File: src/hdl/rmlc_pkg.sv
package rmlc_pkg;

  // ----------------------------------------------------------------
  // Register map (byte addresses)
  // ----------------------------------------------------------------
  localparam logic [11:0] ADDR_CTRL    = 12'h000;
  localparam logic [11:0] ADDR_STATUS  = 12'h004;
  localparam logic [11:0] ADDR_GEN_CNT = 12'h008;
  localparam logic [11:0] ADDR_RESULT  = 12'h00c;
  localparam logic [11:0] ADDR_IRQ_ST  = 12'h010;
  localparam logic [11:0] ADDR_IRQ_MSK = 12'h014;

  // ----------------------------------------------------------------
  // Control register fields
  // ----------------------------------------------------------------
  localparam int CTRL_DIAG_BIT    = 0;
  localparam int CTRL_EXPERT_BIT  = 1;
  localparam int CTRL_MODE_LSB    = 2;
  localparam int CTRL_INTERP_BIT  = 4;
  localparam int CTRL_CLEAR_BIT   = 5;
  localparam int CTRL_ENTER_BIT   = 6;
  localparam logic [31:0] CTRL_RESET = 32'h0000_0000;

  // Interrupt event bits
  localparam int EV_START    = 0;
  localparam int EV_DONE     = 1;
  localparam int EV_OVERSPD  = 2;
  localparam int EV_BITS     = 3;

  // ----------------------------------------------------------------
  // Timing
  // ----------------------------------------------------------------
  localparam int CLK_HZ        = 25_000_000;
  localparam int HOLD_MS       = 500;
  localparam int HOLD_CYCLES   = CLK_HZ / 1000 * HOLD_MS;
  localparam int MIN_EDGE_GAP  = 4;

  // ----------------------------------------------------------------
  // Types
  // ----------------------------------------------------------------
  typedef enum logic [1:0] {
    RMLC_OP_COUNT   = 2'b00,
    RMLC_OP_LINES   = 2'b01,
    RMLC_OP_BAR     = 2'b10,
    RMLC_OP_SUPPLY  = 2'b11
  } rmlc_op_t;

  typedef enum logic [1:0] {
    RMLC_WAIT   = 2'b00,
    RMLC_COUNT  = 2'b01,
    RMLC_HOLD   = 2'b10,
    RMLC_IDLE   = 2'b11
  } rmlc_meas_t;

  typedef struct packed {
    logic a;
    logic b;
    logic ref_mark;
  } rmlc_enc_t;

  typedef struct packed {
    logic step;
    logic up;
  } rmlc_step_t;

endpackage : rmlc_pkg

File: src/hdl/rmlc_quad.sv
// Quadrature decoder: single or four-fold evaluation
module rmlc_quad (
  // Clock and reset
  input  wire logic               pclk,
  input  wire logic               presetn,
  // Encoder and control
  input  wire rmlc_pkg::rmlc_enc_t enc,
  input  wire logic               fourfold,
  // Decoded step
  output rmlc_pkg::rmlc_step_t    step,
  output logic                    rm_rise
);

  typedef struct packed {
    logic [1:0] ab;
    logic       rm;
    rmlc_pkg::rmlc_step_t st;
    logic       rmr;
  } rmlc_quad_t;

  rmlc_quad_t s_reg;
  rmlc_quad_t s_next;

  // Direction from phase relation of A and B
  always_comb begin
    logic [1:0] cur;
    cur = {enc.a, enc.b};
    s_next = s_reg;
    s_next.ab = cur;
    s_next.rm = enc.ref_mark;
    s_next.rmr = enc.ref_mark & ~s_reg.rm;
    s_next.st.step = 1'b0;
    s_next.st.up = s_reg.st.up;
    if (cur != s_reg.ab) begin
      // A leads B counts up
      s_next.st.up = (s_reg.ab[0] ^ cur[1]);
      // Single-fold: only rising A edges count
      s_next.st.step = fourfold ? 1'b1 : (cur[1] & ~s_reg.ab[1]);
    end
  end

  always_ff @(posedge pclk or negedge presetn) begin
    if (!presetn) begin
      s_reg <= '0;
    end else begin
      s_reg <= s_next;
    end
  end

  assign step    = s_reg.st;
  assign rm_rise = s_reg.rmr;

endmodule : rmlc_quad

File: src/hdl/rmlc_apb.sv
// APB slave register front end
module rmlc_apb (
  // Clock and reset
  input  wire logic        pclk,
  input  wire logic        presetn,
  // APB
  input  wire logic        psel,
  input  wire logic        penable,
  input  wire logic        pwrite,
  input  wire logic [11:0] paddr,
  input  wire logic [31:0] pwdata,
  output logic      [31:0] prdata,
  output logic             pready,
  output logic             pslverr,
  // Core side
  output logic             wr_stb,
  output logic             rd_stb,
  output logic      [11:0] acc_addr,
  output logic      [31:0] acc_wdata,
  input  wire logic [31:0] rd_value,
  input  wire logic        rd_valid
);

  typedef struct packed {
    logic [31:0] rdata;
    logic        err;
    logic        rdy;
  } rmlc_apb_t;

  rmlc_apb_t s_reg;
  rmlc_apb_t s_next;

  // Zero wait state: ready and error are raised from the setup cycle,
  // so both stand in the first access cycle straight from flip-flops
  assign wr_stb    = psel & penable & pwrite;
  assign rd_stb    = psel & penable & ~pwrite;
  assign acc_addr  = paddr;
  assign acc_wdata = pwdata;

  always_comb begin
    s_next = s_reg;
    if (psel && !penable && !pwrite) begin
      s_next.rdata = rd_valid ? rd_value : 32'h0000_0000;
    end
    s_next.err = 1'b0;
    s_next.rdy = 1'b0;
    if (psel && !penable) begin
      s_next.err = ~rd_valid;
      s_next.rdy = 1'b1;
    end
  end

  always_ff @(posedge pclk or negedge presetn) begin
    if (!presetn) begin
      s_reg <= '0;
    end else begin
      s_reg <= s_next;
    end
  end

  assign prdata  = s_reg.rdata;
  assign pready  = s_reg.rdy;
  assign pslverr = s_reg.err;

endmodule : rmlc_apb

File: src/hdl/rmlc_core.sv
// Register access over APB and the address map are this design's own decisions.
module rmlc_core #(
  parameter int CNT_W       = 32,
  parameter int HOLD_CYCLES = rmlc_pkg::HOLD_CYCLES
) (
  // Clock and reset
  input  wire logic                pclk,
  input  wire logic                presetn,
  // APB
  input  wire logic                psel,
  input  wire logic                penable,
  input  wire logic                pwrite,
  input  wire logic [11:0]         paddr,
  input  wire logic [31:0]         pwdata,
  output logic      [31:0]         prdata,
  output logic                     pready,
  output logic                     pslverr,
  // Encoder
  input  wire rmlc_pkg::rmlc_enc_t enc,
  // Outputs
  output logic                     sense_connect,
  output logic                     overspeed_error,
  output logic                     irq
);

  // ----------------------------------------------------------------
  // State
  // ----------------------------------------------------------------
  typedef struct packed {
    logic [31:0]          ctrl;
    logic [CNT_W-1:0]     gen_cnt;
    logic [CNT_W-1:0]     meas_cnt;
    logic [CNT_W-1:0]     result;
    logic                 valid;
    rmlc_pkg::rmlc_meas_t meas;
    logic [31:0]          hold_cnt;
    logic [3:0]           gap_cnt;
    logic                 ovs;
    logic [rmlc_pkg::EV_BITS-1:0] ist;
    logic [rmlc_pkg::EV_BITS-1:0] imsk;
    logic                 sense;
    logic                 irq;
  } rmlc_core_t;

  rmlc_core_t s_reg;
  rmlc_core_t s_next;

  logic                 wr_stb;
  logic                 rd_stb;
  logic [11:0]          acc_addr;
  logic [31:0]          acc_wdata;
  logic [31:0]          rd_value;
  logic                 rd_valid;
  rmlc_pkg::rmlc_step_t st;
  logic                 rm_rise;
  rmlc_pkg::rmlc_op_t   op;
  logic                 fourfold;

  function automatic logic [CNT_W-1:0] bump(input logic [CNT_W-1:0] v, input logic up);
    bump = up ? v + CNT_W'(1) : v - CNT_W'(1);
  endfunction : bump

  // Any write to the control register, which may change mode or enter
  function automatic logic ctrl_write(input logic stb, input logic [11:0] addr);
    ctrl_write = stb && addr == rmlc_pkg::ADDR_CTRL;
  endfunction : ctrl_write

  // ----------------------------------------------------------------
  // Submodules
  // ----------------------------------------------------------------
  rmlc_apb rmlc_apb_inst (
    .pclk      (pclk),
    .presetn   (presetn),
    .psel      (psel),
    .penable   (penable),
    .pwrite    (pwrite),
    .paddr     (paddr),
    .pwdata    (pwdata),
    .prdata    (prdata),
    .pready    (pready),
    .pslverr   (pslverr),
    .wr_stb    (wr_stb),
    .rd_stb    (rd_stb),
    .acc_addr  (acc_addr),
    .acc_wdata (acc_wdata),
    .rd_value  (rd_value),
    .rd_valid  (rd_valid)
  );

  // Line measurement forces single-fold evaluation
  assign op       = rmlc_pkg::rmlc_op_t'(s_reg.ctrl[rmlc_pkg::CTRL_MODE_LSB +: 2]);
  assign fourfold = s_reg.ctrl[rmlc_pkg::CTRL_INTERP_BIT] && (op == rmlc_pkg::RMLC_OP_COUNT);

  rmlc_quad rmlc_quad_inst (
    .pclk     (pclk),
    .presetn  (presetn),
    .enc      (enc),
    .fourfold (fourfold),
    .step     (st),
    .rm_rise  (rm_rise)
  );

  // ----------------------------------------------------------------
  // Read mux
  // ----------------------------------------------------------------
  always_comb begin
    rd_value = 32'h0000_0000;
    rd_valid = 1'b1;
    unique case (acc_addr)
      rmlc_pkg::ADDR_CTRL:    rd_value = s_reg.ctrl;
      rmlc_pkg::ADDR_STATUS:  rd_value = {27'h0, s_reg.sense, s_reg.ovs,
                                          s_reg.valid, s_reg.meas};
      rmlc_pkg::ADDR_GEN_CNT: rd_value = 32'(s_reg.gen_cnt);
      rmlc_pkg::ADDR_RESULT:  rd_value = 32'(s_reg.result);
      rmlc_pkg::ADDR_IRQ_ST:  rd_value = {29'h0, s_reg.ist};
      rmlc_pkg::ADDR_IRQ_MSK: rd_value = {29'h0, s_reg.imsk};
      default:                rd_valid = 1'b0;
    endcase
  end

  // ----------------------------------------------------------------
  // Next state
  // ----------------------------------------------------------------
  always_comb begin
    logic                         clr_req;
    logic                         enter;
    logic                         too_fast;
    logic [rmlc_pkg::EV_BITS-1:0] ev;
    clr_req  = 1'b0;
    enter    = 1'b0;
    too_fast = 1'b0;
    ev       = '0;
    s_next   = s_reg;

    // Register writes; clear and enter bits are self-clearing strobes
    s_next.ctrl[rmlc_pkg::CTRL_CLEAR_BIT] = 1'b0;
    s_next.ctrl[rmlc_pkg::CTRL_ENTER_BIT] = 1'b0;
    if (wr_stb) begin
      unique case (acc_addr)
        rmlc_pkg::ADDR_CTRL: begin
          s_next.ctrl = {25'h0, acc_wdata[6:0]};
          clr_req = acc_wdata[rmlc_pkg::CTRL_CLEAR_BIT];
          enter   = acc_wdata[rmlc_pkg::CTRL_ENTER_BIT] ||
                    (acc_wdata[3:2] == rmlc_pkg::RMLC_OP_LINES && op != rmlc_pkg::RMLC_OP_LINES);
        end
        rmlc_pkg::ADDR_IRQ_MSK: s_next.imsk = acc_wdata[rmlc_pkg::EV_BITS-1:0];
        default: ;
      endcase
    end

    // General counter, counts every decoded step
    if (st.step) begin
      s_next.gen_cnt = bump(s_reg.gen_cnt, st.up);
    end
    // Clear only with diagnostic and extended access both on
    if (clr_req && s_reg.ctrl[rmlc_pkg::CTRL_DIAG_BIT] && s_reg.ctrl[rmlc_pkg::CTRL_EXPERT_BIT]) begin
      s_next.gen_cnt = '0;
    end

    // Overspeed: two edges closer than the scan limit
    if (st.step) begin
      too_fast = (s_reg.gap_cnt < 4'(rmlc_pkg::MIN_EDGE_GAP));
      s_next.gap_cnt = 4'h0;
    end else if (s_reg.gap_cnt != 4'hf) begin
      s_next.gap_cnt = s_reg.gap_cnt + 4'h1;
    end

    // Measurement sequence; entry first, so a switch out of bar mode
    // into line measurement is never lost to the bar branch
    if (enter) begin
      // Clear on entry
      s_next.meas_cnt = '0;
      s_next.meas     = rmlc_pkg::RMLC_WAIT;
      s_next.ovs      = 1'b0;
      s_next.valid    = 1'b0;
    end else if (op == rmlc_pkg::RMLC_OP_BAR) begin
      // Every mark zeroes and restarts, no hold
      s_next.meas = rmlc_pkg::RMLC_COUNT;
      if (rm_rise) begin
        s_next.meas_cnt = '0;
      end else if (st.step) begin
        s_next.meas_cnt = bump(s_reg.meas_cnt, st.up);
      end
      s_next.result = s_next.meas_cnt;
    end else begin
      unique case (s_reg.meas)
        rmlc_pkg::RMLC_WAIT: begin
          // Idle until first mark
          if (rm_rise) begin
            s_next.meas  = rmlc_pkg::RMLC_COUNT;
            s_next.valid = 1'b0;
            s_next.ovs   = 1'b0;
            ev[rmlc_pkg::EV_START] = 1'b1;
          end
        end
        rmlc_pkg::RMLC_COUNT: begin
          if (rm_rise) begin
            // Stop and publish
            s_next.result   = s_reg.meas_cnt;
            s_next.valid    = ~s_reg.ovs & ~too_fast;
            s_next.meas     = rmlc_pkg::RMLC_HOLD;
            s_next.hold_cnt = '0;
            ev[rmlc_pkg::EV_DONE] = 1'b1;
          end else if (st.step) begin
            s_next.meas_cnt = bump(s_reg.meas_cnt, st.up);
          end
        end
        rmlc_pkg::RMLC_HOLD: begin
          // Frozen; marks ignored until hold time passes
          if (s_reg.hold_cnt >= 32'(HOLD_CYCLES - 1)) begin
            s_next.meas = rmlc_pkg::RMLC_IDLE;
          end else begin
            s_next.hold_cnt = s_reg.hold_cnt + 32'h1;
          end
        end
        rmlc_pkg::RMLC_IDLE: begin
          // Next mark ends the break; restart with a clear
          if (rm_rise) begin
            s_next.meas_cnt = '0;
            s_next.meas     = rmlc_pkg::RMLC_WAIT;
          end
        end
      endcase
    end

    // Overspeed set last: it wins over a clear by entry or start mark
    if (too_fast) begin
      s_next.ovs   = 1'b1;
      s_next.valid = 1'b0;
      ev[rmlc_pkg::EV_OVERSPD] = 1'b1;
    end

    // Supply path opened only in supply-monitor mode
    s_next.sense = (rmlc_pkg::rmlc_op_t'(s_next.ctrl[3:2]) != rmlc_pkg::RMLC_OP_SUPPLY);

    // Sticky events; a read clears only what it reported, so an event
    // between setup and access survives, and a new set wins
    if (rd_stb && acc_addr == rmlc_pkg::ADDR_IRQ_ST) begin
      s_next.ist = (s_reg.ist & ~prdata[rmlc_pkg::EV_BITS-1:0]) | ev;
    end else begin
      s_next.ist = s_reg.ist | ev;
    end
    s_next.irq = |(s_next.ist & s_next.imsk);
  end

  always_ff @(posedge pclk or negedge presetn) begin
    if (!presetn) begin
      s_reg       <= '0;
      s_reg.ctrl  <= rmlc_pkg::CTRL_RESET;
      s_reg.sense <= 1'b1;
      s_reg.gap_cnt <= 4'hf; // No false overspeed on the first step
    end else begin
      s_reg <= s_next;
    end
  end

  assign sense_connect   = s_reg.sense;
  assign overspeed_error = s_reg.ovs;
  assign irq             = s_reg.irq;
endmodule : rmlc_core

File: config.mk
export PLATFORM = sky130hd
export DESIGN_NAME = rmlc_core
export DESIGN_NICKNAME = d
export VERILOG_FILES = /design/src/hdl/rmlc_pkg.sv /design/src/hdl/rmlc_quad.sv /design/src/hdl/rmlc_apb.sv /design/src/hdl/rmlc_core.sv
export SDC_FILE = /design/constraint.sdc
export NUM_CORES = 1
export LEC_CHECK = 0
export BUFFER_PORTS_ARGS = -buffer_cell sky130_fd_sc_hd__buf_2
export CAP_MARGIN = 20
export CORE_MARGIN = 8
export CORE_UTILIZATION = 45
export CTS_BUF_LIST = sky130_fd_sc_hd__clkbuf_4
export DETAILED_ROUTE_END_ITERATION = 7
export PLACE_DENSITY = 0.67
export RECOVER_POWER = 100
export SKIP_CTS_REPAIR_TIMING = 1
export SLEW_MARGIN = 20
export SYNTH_ARGS = -nofsm -noshare
export SYNTH_HDL_FRONTEND = slang
export SYNTH_HIERARCHICAL = 1
export SYNTH_SLANG_ARGS = --single-unit
File: constraint.sdc
create_clock -name pclk -period 3.9 [get_ports pclk]
set_input_delay 0.975 -clock pclk [delete_from_list [all_inputs] [get_ports pclk]]
set_output_delay 0.975 -clock pclk [all_outputs]
set_load 0.05 [all_outputs]
# After elaboration in Yosys (flattened, before gate mapping)
# Cells that the tools add are included.
[word_totals]
regBits = 191
input_bits = 52
out_inout_bits = 37
wordCells = 158
[classes]
add_sub_neg = 6
order_cmp = 2
eq_ne = 24
mux = 53
bitwise_logic = 20
reduce_logical = 31
[ops]
columns = ["op", "count"]
rows = [
  ["$mux W32", 12],
  ["$pmux W32 S6", 1],
  ["$pmux W32 S2", 2],
  ["$add A32 B1 Y32 const B", 3],
  ["$mux W67", 1],
  ["$mux W64", 1],
  ["$sub A32 B1 Y32 const B", 2],
  ["$ge A32 B24 Y1 const B", 1],
  ["$eq A12 B4 Y1 const B", 2],
  ["$eq A12 B5 Y1 const B", 2],
  ["$ne A4 B3 Y1 const B", 5],
  ["$mux W1", 18],
  ["$mux W3", 5],
  ["$mux W2", 7],
  ["$mux W7", 2],
  ["$eq A12 B3 Y1 const B", 1],
  ["$logic_not A12 Y1", 1],
  ["$ne A4 B4 Y1 const B", 3],
  ["$reduce_bool A2 Y1", 5],
  ["$reduce_and A3 Y1", 3],
  ["$mux W4", 2],
  ["$not A1 Y1", 8],
  ["$pmux W2 S4", 1],
  ["$reduce_and A4 Y1", 2],
  ["other kinds (24)", 46],
]

# Depth between registers and ports, before layout
[logic_depth]
word_depth = 10
ltp_mapped = 13
mapped_depth_nobuf = 11

# By module
# Netlist, hierarchy kept.
[by_module_without_submodules]
columns = ["module", "n_inst", "cells_per_inst", "area_each_um2", "seq_area_each_um2"]
rows = [
  ["rmlc_core", 1, 1218, 10565.1, 3784.9],
  ["rmlc_apb", 1, 188, 1874.3, 850.8],
  ["rmlc_quad", 1, 21, 254.0, 150.1],
]

# Least setup slack after synthesis
# Ideal clock, no wire load.
[synth_timing]
path_type = "reg-to-reg"
from = "register rmlc_quad_inst.s_reg (netlist bit rmlc_quad_inst/step[0])"
to = "register s_reg[72] (netlist bit)"
setup_ps = 138
arrival_time_ps = 3825
required_ps = 3762
setup_slack_ps = -63
path_stages_with_launch = 13
n_path_buf = 1
synth_period_minus_slack_ps = 3963
path_cell_list = "dfrtp_1 -> buf_4 -> inv_1 -> ha_1 -> a21o_1 -> a221oi_2 -> o21ai_2 -> a221oi_4 -> o21ai_2 -> and2_4 -> a221oi_2 -> xor2_1 -> o221ai_1"
[synth_via]
elab_chain_cells = 4
[synth_lines]
columns = ["item", "line_no", "rtl"]
rows = [
  ["from (decl)", "rmlc_quad.sv:21", "rmlc_quad_t s_reg;"],
  ["from (signal assigned)", "rmlc_quad.sv:46", "s_reg <= s_next;"],
  ["$mux W32", "rmlc_core.sv:60", "bump = up ? v + CNT_W'(1) : v - CNT_W'(1);"],
  ["$mux W32", "--", ""],
  ["$mux W32", "rmlc_core.sv:179", "if (rm_rise) begin"],
  ["$mux W64", "rmlc_core.sv:176", "end else if (op == rmlc_pkg::RMLC_OP_BAR) begin"],
  ["to (signal assigned)", "rmlc_core.sv:253", "s_reg <= s_next;"],
  ["to (decl)", "rmlc_core.sv:45", "rmlc_core_t s_reg;"],
]
# No other way between the ends.
# A chain may end at the register's enable or synchronous reset.

# Worst setup path after layout
# Same ends and word-level chain as after synthesis.

==> out/metrics.cfg <==
[outcome]
status=complete, but fails checks
failed_checks=max-capacitance violations, max-slew violations

[critical_path]
crit_type=reg -> reg
crit_buf_inv=1
cp_data_arrival_time_ps=4130
crit_path_start_kind=register
path_max_fanout=12
end_kind=register
reg2reg_slack_ps=270
cp_top_family=compound AO/OA/AOI/OAI gates
critPathMaxStageDelay_ps=490
worst_path_max_delay_cell=fa_1
cp.required_ps=4400
cp_cell_sequence=clkinvlp_4 > fa_1 > a21o_1 > a221oi_1 > o21ai_2 > a221oi_4 > o21ai_0 > and2_4 > a221oi_2 > xor2_1 > o221ai_1

[pwr]
swShare_pct=45.8
power.switching_mw=3.89
total_power_mw=8.50
power_density_nw_per_um2=642
leakage_nw=5.91
ir_worst_vdd_uv=257
combPwrFrac_pct=53.6
pwr-share-clk_pct=12.1
power_frac_seq_pct=34.3
intPower_mw=4.61

[route]
vias=10400
drt_wl_total_um=30900
wl_per_cell_um=16.9
first_pass_iters=7
post-route-drc-count=0
via_per_inst=5.74
ant_nets=0
drt_iter0_drc=779

[placed_design]
place_area_um2=13100
finalWeightedCongestion=0.892
numPortBuffers=63
hpwl_um=22600
preCtsSetupSlack_ps=259

[layout]
layout.nets=1550
drive_gt1_share_pct=7.56
final_cell_mix=185 x dfrtp_1, 182 x nand2_1, 121 x nor2_1
layout_commonest_cell=dfrtp_1
nFillCells=2675
utilization_pct=48.1
syn_to_final_growth_pct=5.91
multi_input_area_um2=7020
seq_area_um2=4790
fin_area_um2=13200
largest_reg_flops=146

[floorplan]
die_x_um=183
start_util_pct=45.4
die_h_um=183
ios=89
core_area_um2=27600
design.die.area_um2=33400
num_rows=61

[sta]
rsz0062_at_grt=no
final_hold_viol_count=0
setup_tns_ps=0
max_slew.worst_pin.slew_ps=2940
setup_slack_ps=272
fin_worst_skew_ps=31.8
setup_viol=0
finalCritPeriodShare_pct=93.0
relSlewSlack_pct=-95.9
drv_slew=86
max_freq_ghz=0.276
period_needed_ps=3630

[yosys]
synth_fp_nets=1523
avgSynthCellArea_um2=8.92
yosys_warnings=6
syn_area_um2=12500
synthCells=1402

[cts]
clock_latency_ps=610
clk_path_buf_depth=2
cts-root-buf=clkbuf_4
cts.sinks=191
htree_levels=4
cts_tree=yes
numCtsBuffers=17
clk_pin_slew_ps=180

[global_routing]
grt_max_degree=75
grt_use_total_pct=18.6
grt_pass1_vias=10100
grt_overflow=0
grt_pass1_wl_um=51500
antenna_found_initial=1

[job]
drv_cap=2

[worst_hold_path]
hold_path_class=reg -> reg

## worst reg2reg max path, stage by stage (launching register included)
cell,delay [ps]
dfrtp_1,420
clkinvlp_4,290
fa_1,490
a21o_1,220
a221oi_1,480
o21ai_2,180
a221oi_4,380
o21ai_0,210
and2_4,210
a221oi_2,260
xor2_1,240
o221ai_1,150
## metal layers
metal | track usage [%] | wire (um)
met1 | 24.7 | 14500
met2 | 31.0 | 14400
met3 | 2.66 | 1420
met4 | 5.87 | 522
met5 | 0 | 0
## worst paths after layout
path                                               from                      to  cells past startpoint
worst max-delay path             rmlc_quad_inst/step[0]               s_reg[72]                     11
worst min-delay path            rmlc_quad_inst/s_reg[3]  rmlc_quad_inst/rm_rise                      1
worst max register to register   rmlc_quad_inst/step[0]               s_reg[72]                     11
worst min register to register  rmlc_quad_inst/s_reg[3]  rmlc_quad_inst/rm_rise                      1
max in group asynchronous                       presetn               s_reg[65]                      2
min in group asynchronous                       presetn              s_reg[145]                      1
## area by class of cell
type	count	area share (%)
antenna	1	0.0189
timing repair buffer	93	3.62
sequential	191	36.1
inverter	59	1.70
multi-input combinational	1067	53.0
clock inverter	14	0.926
tap	378	3.57
clock buffer	18	1.02
## through the flow
stage / hold slack [ps] / cells
after floorplan: 378 / 1402
after global placement: 384 / 1788
after detailed placement: 384 / 1788
after CTS: 269 / 1820
after global routing: 421 / 1821
final: 402 / 1821
## power groups by stage
stage | Sequential (mW) | Combinational, mW | Clock [mW]
after global routing | 2.98 | 5.14 | 1.14
after detailed placement | 2.94 | 4.54 | 0
after floorplan | 2.79 | 3.65 | 0
after global placement | 2.93 | 4.48 | 0
final | 2.91 | 4.56 | 1.03
after CTS | 2.90 | 4.57 | 1.07
No activity file was read; power rests on OpenSTA's default activity.
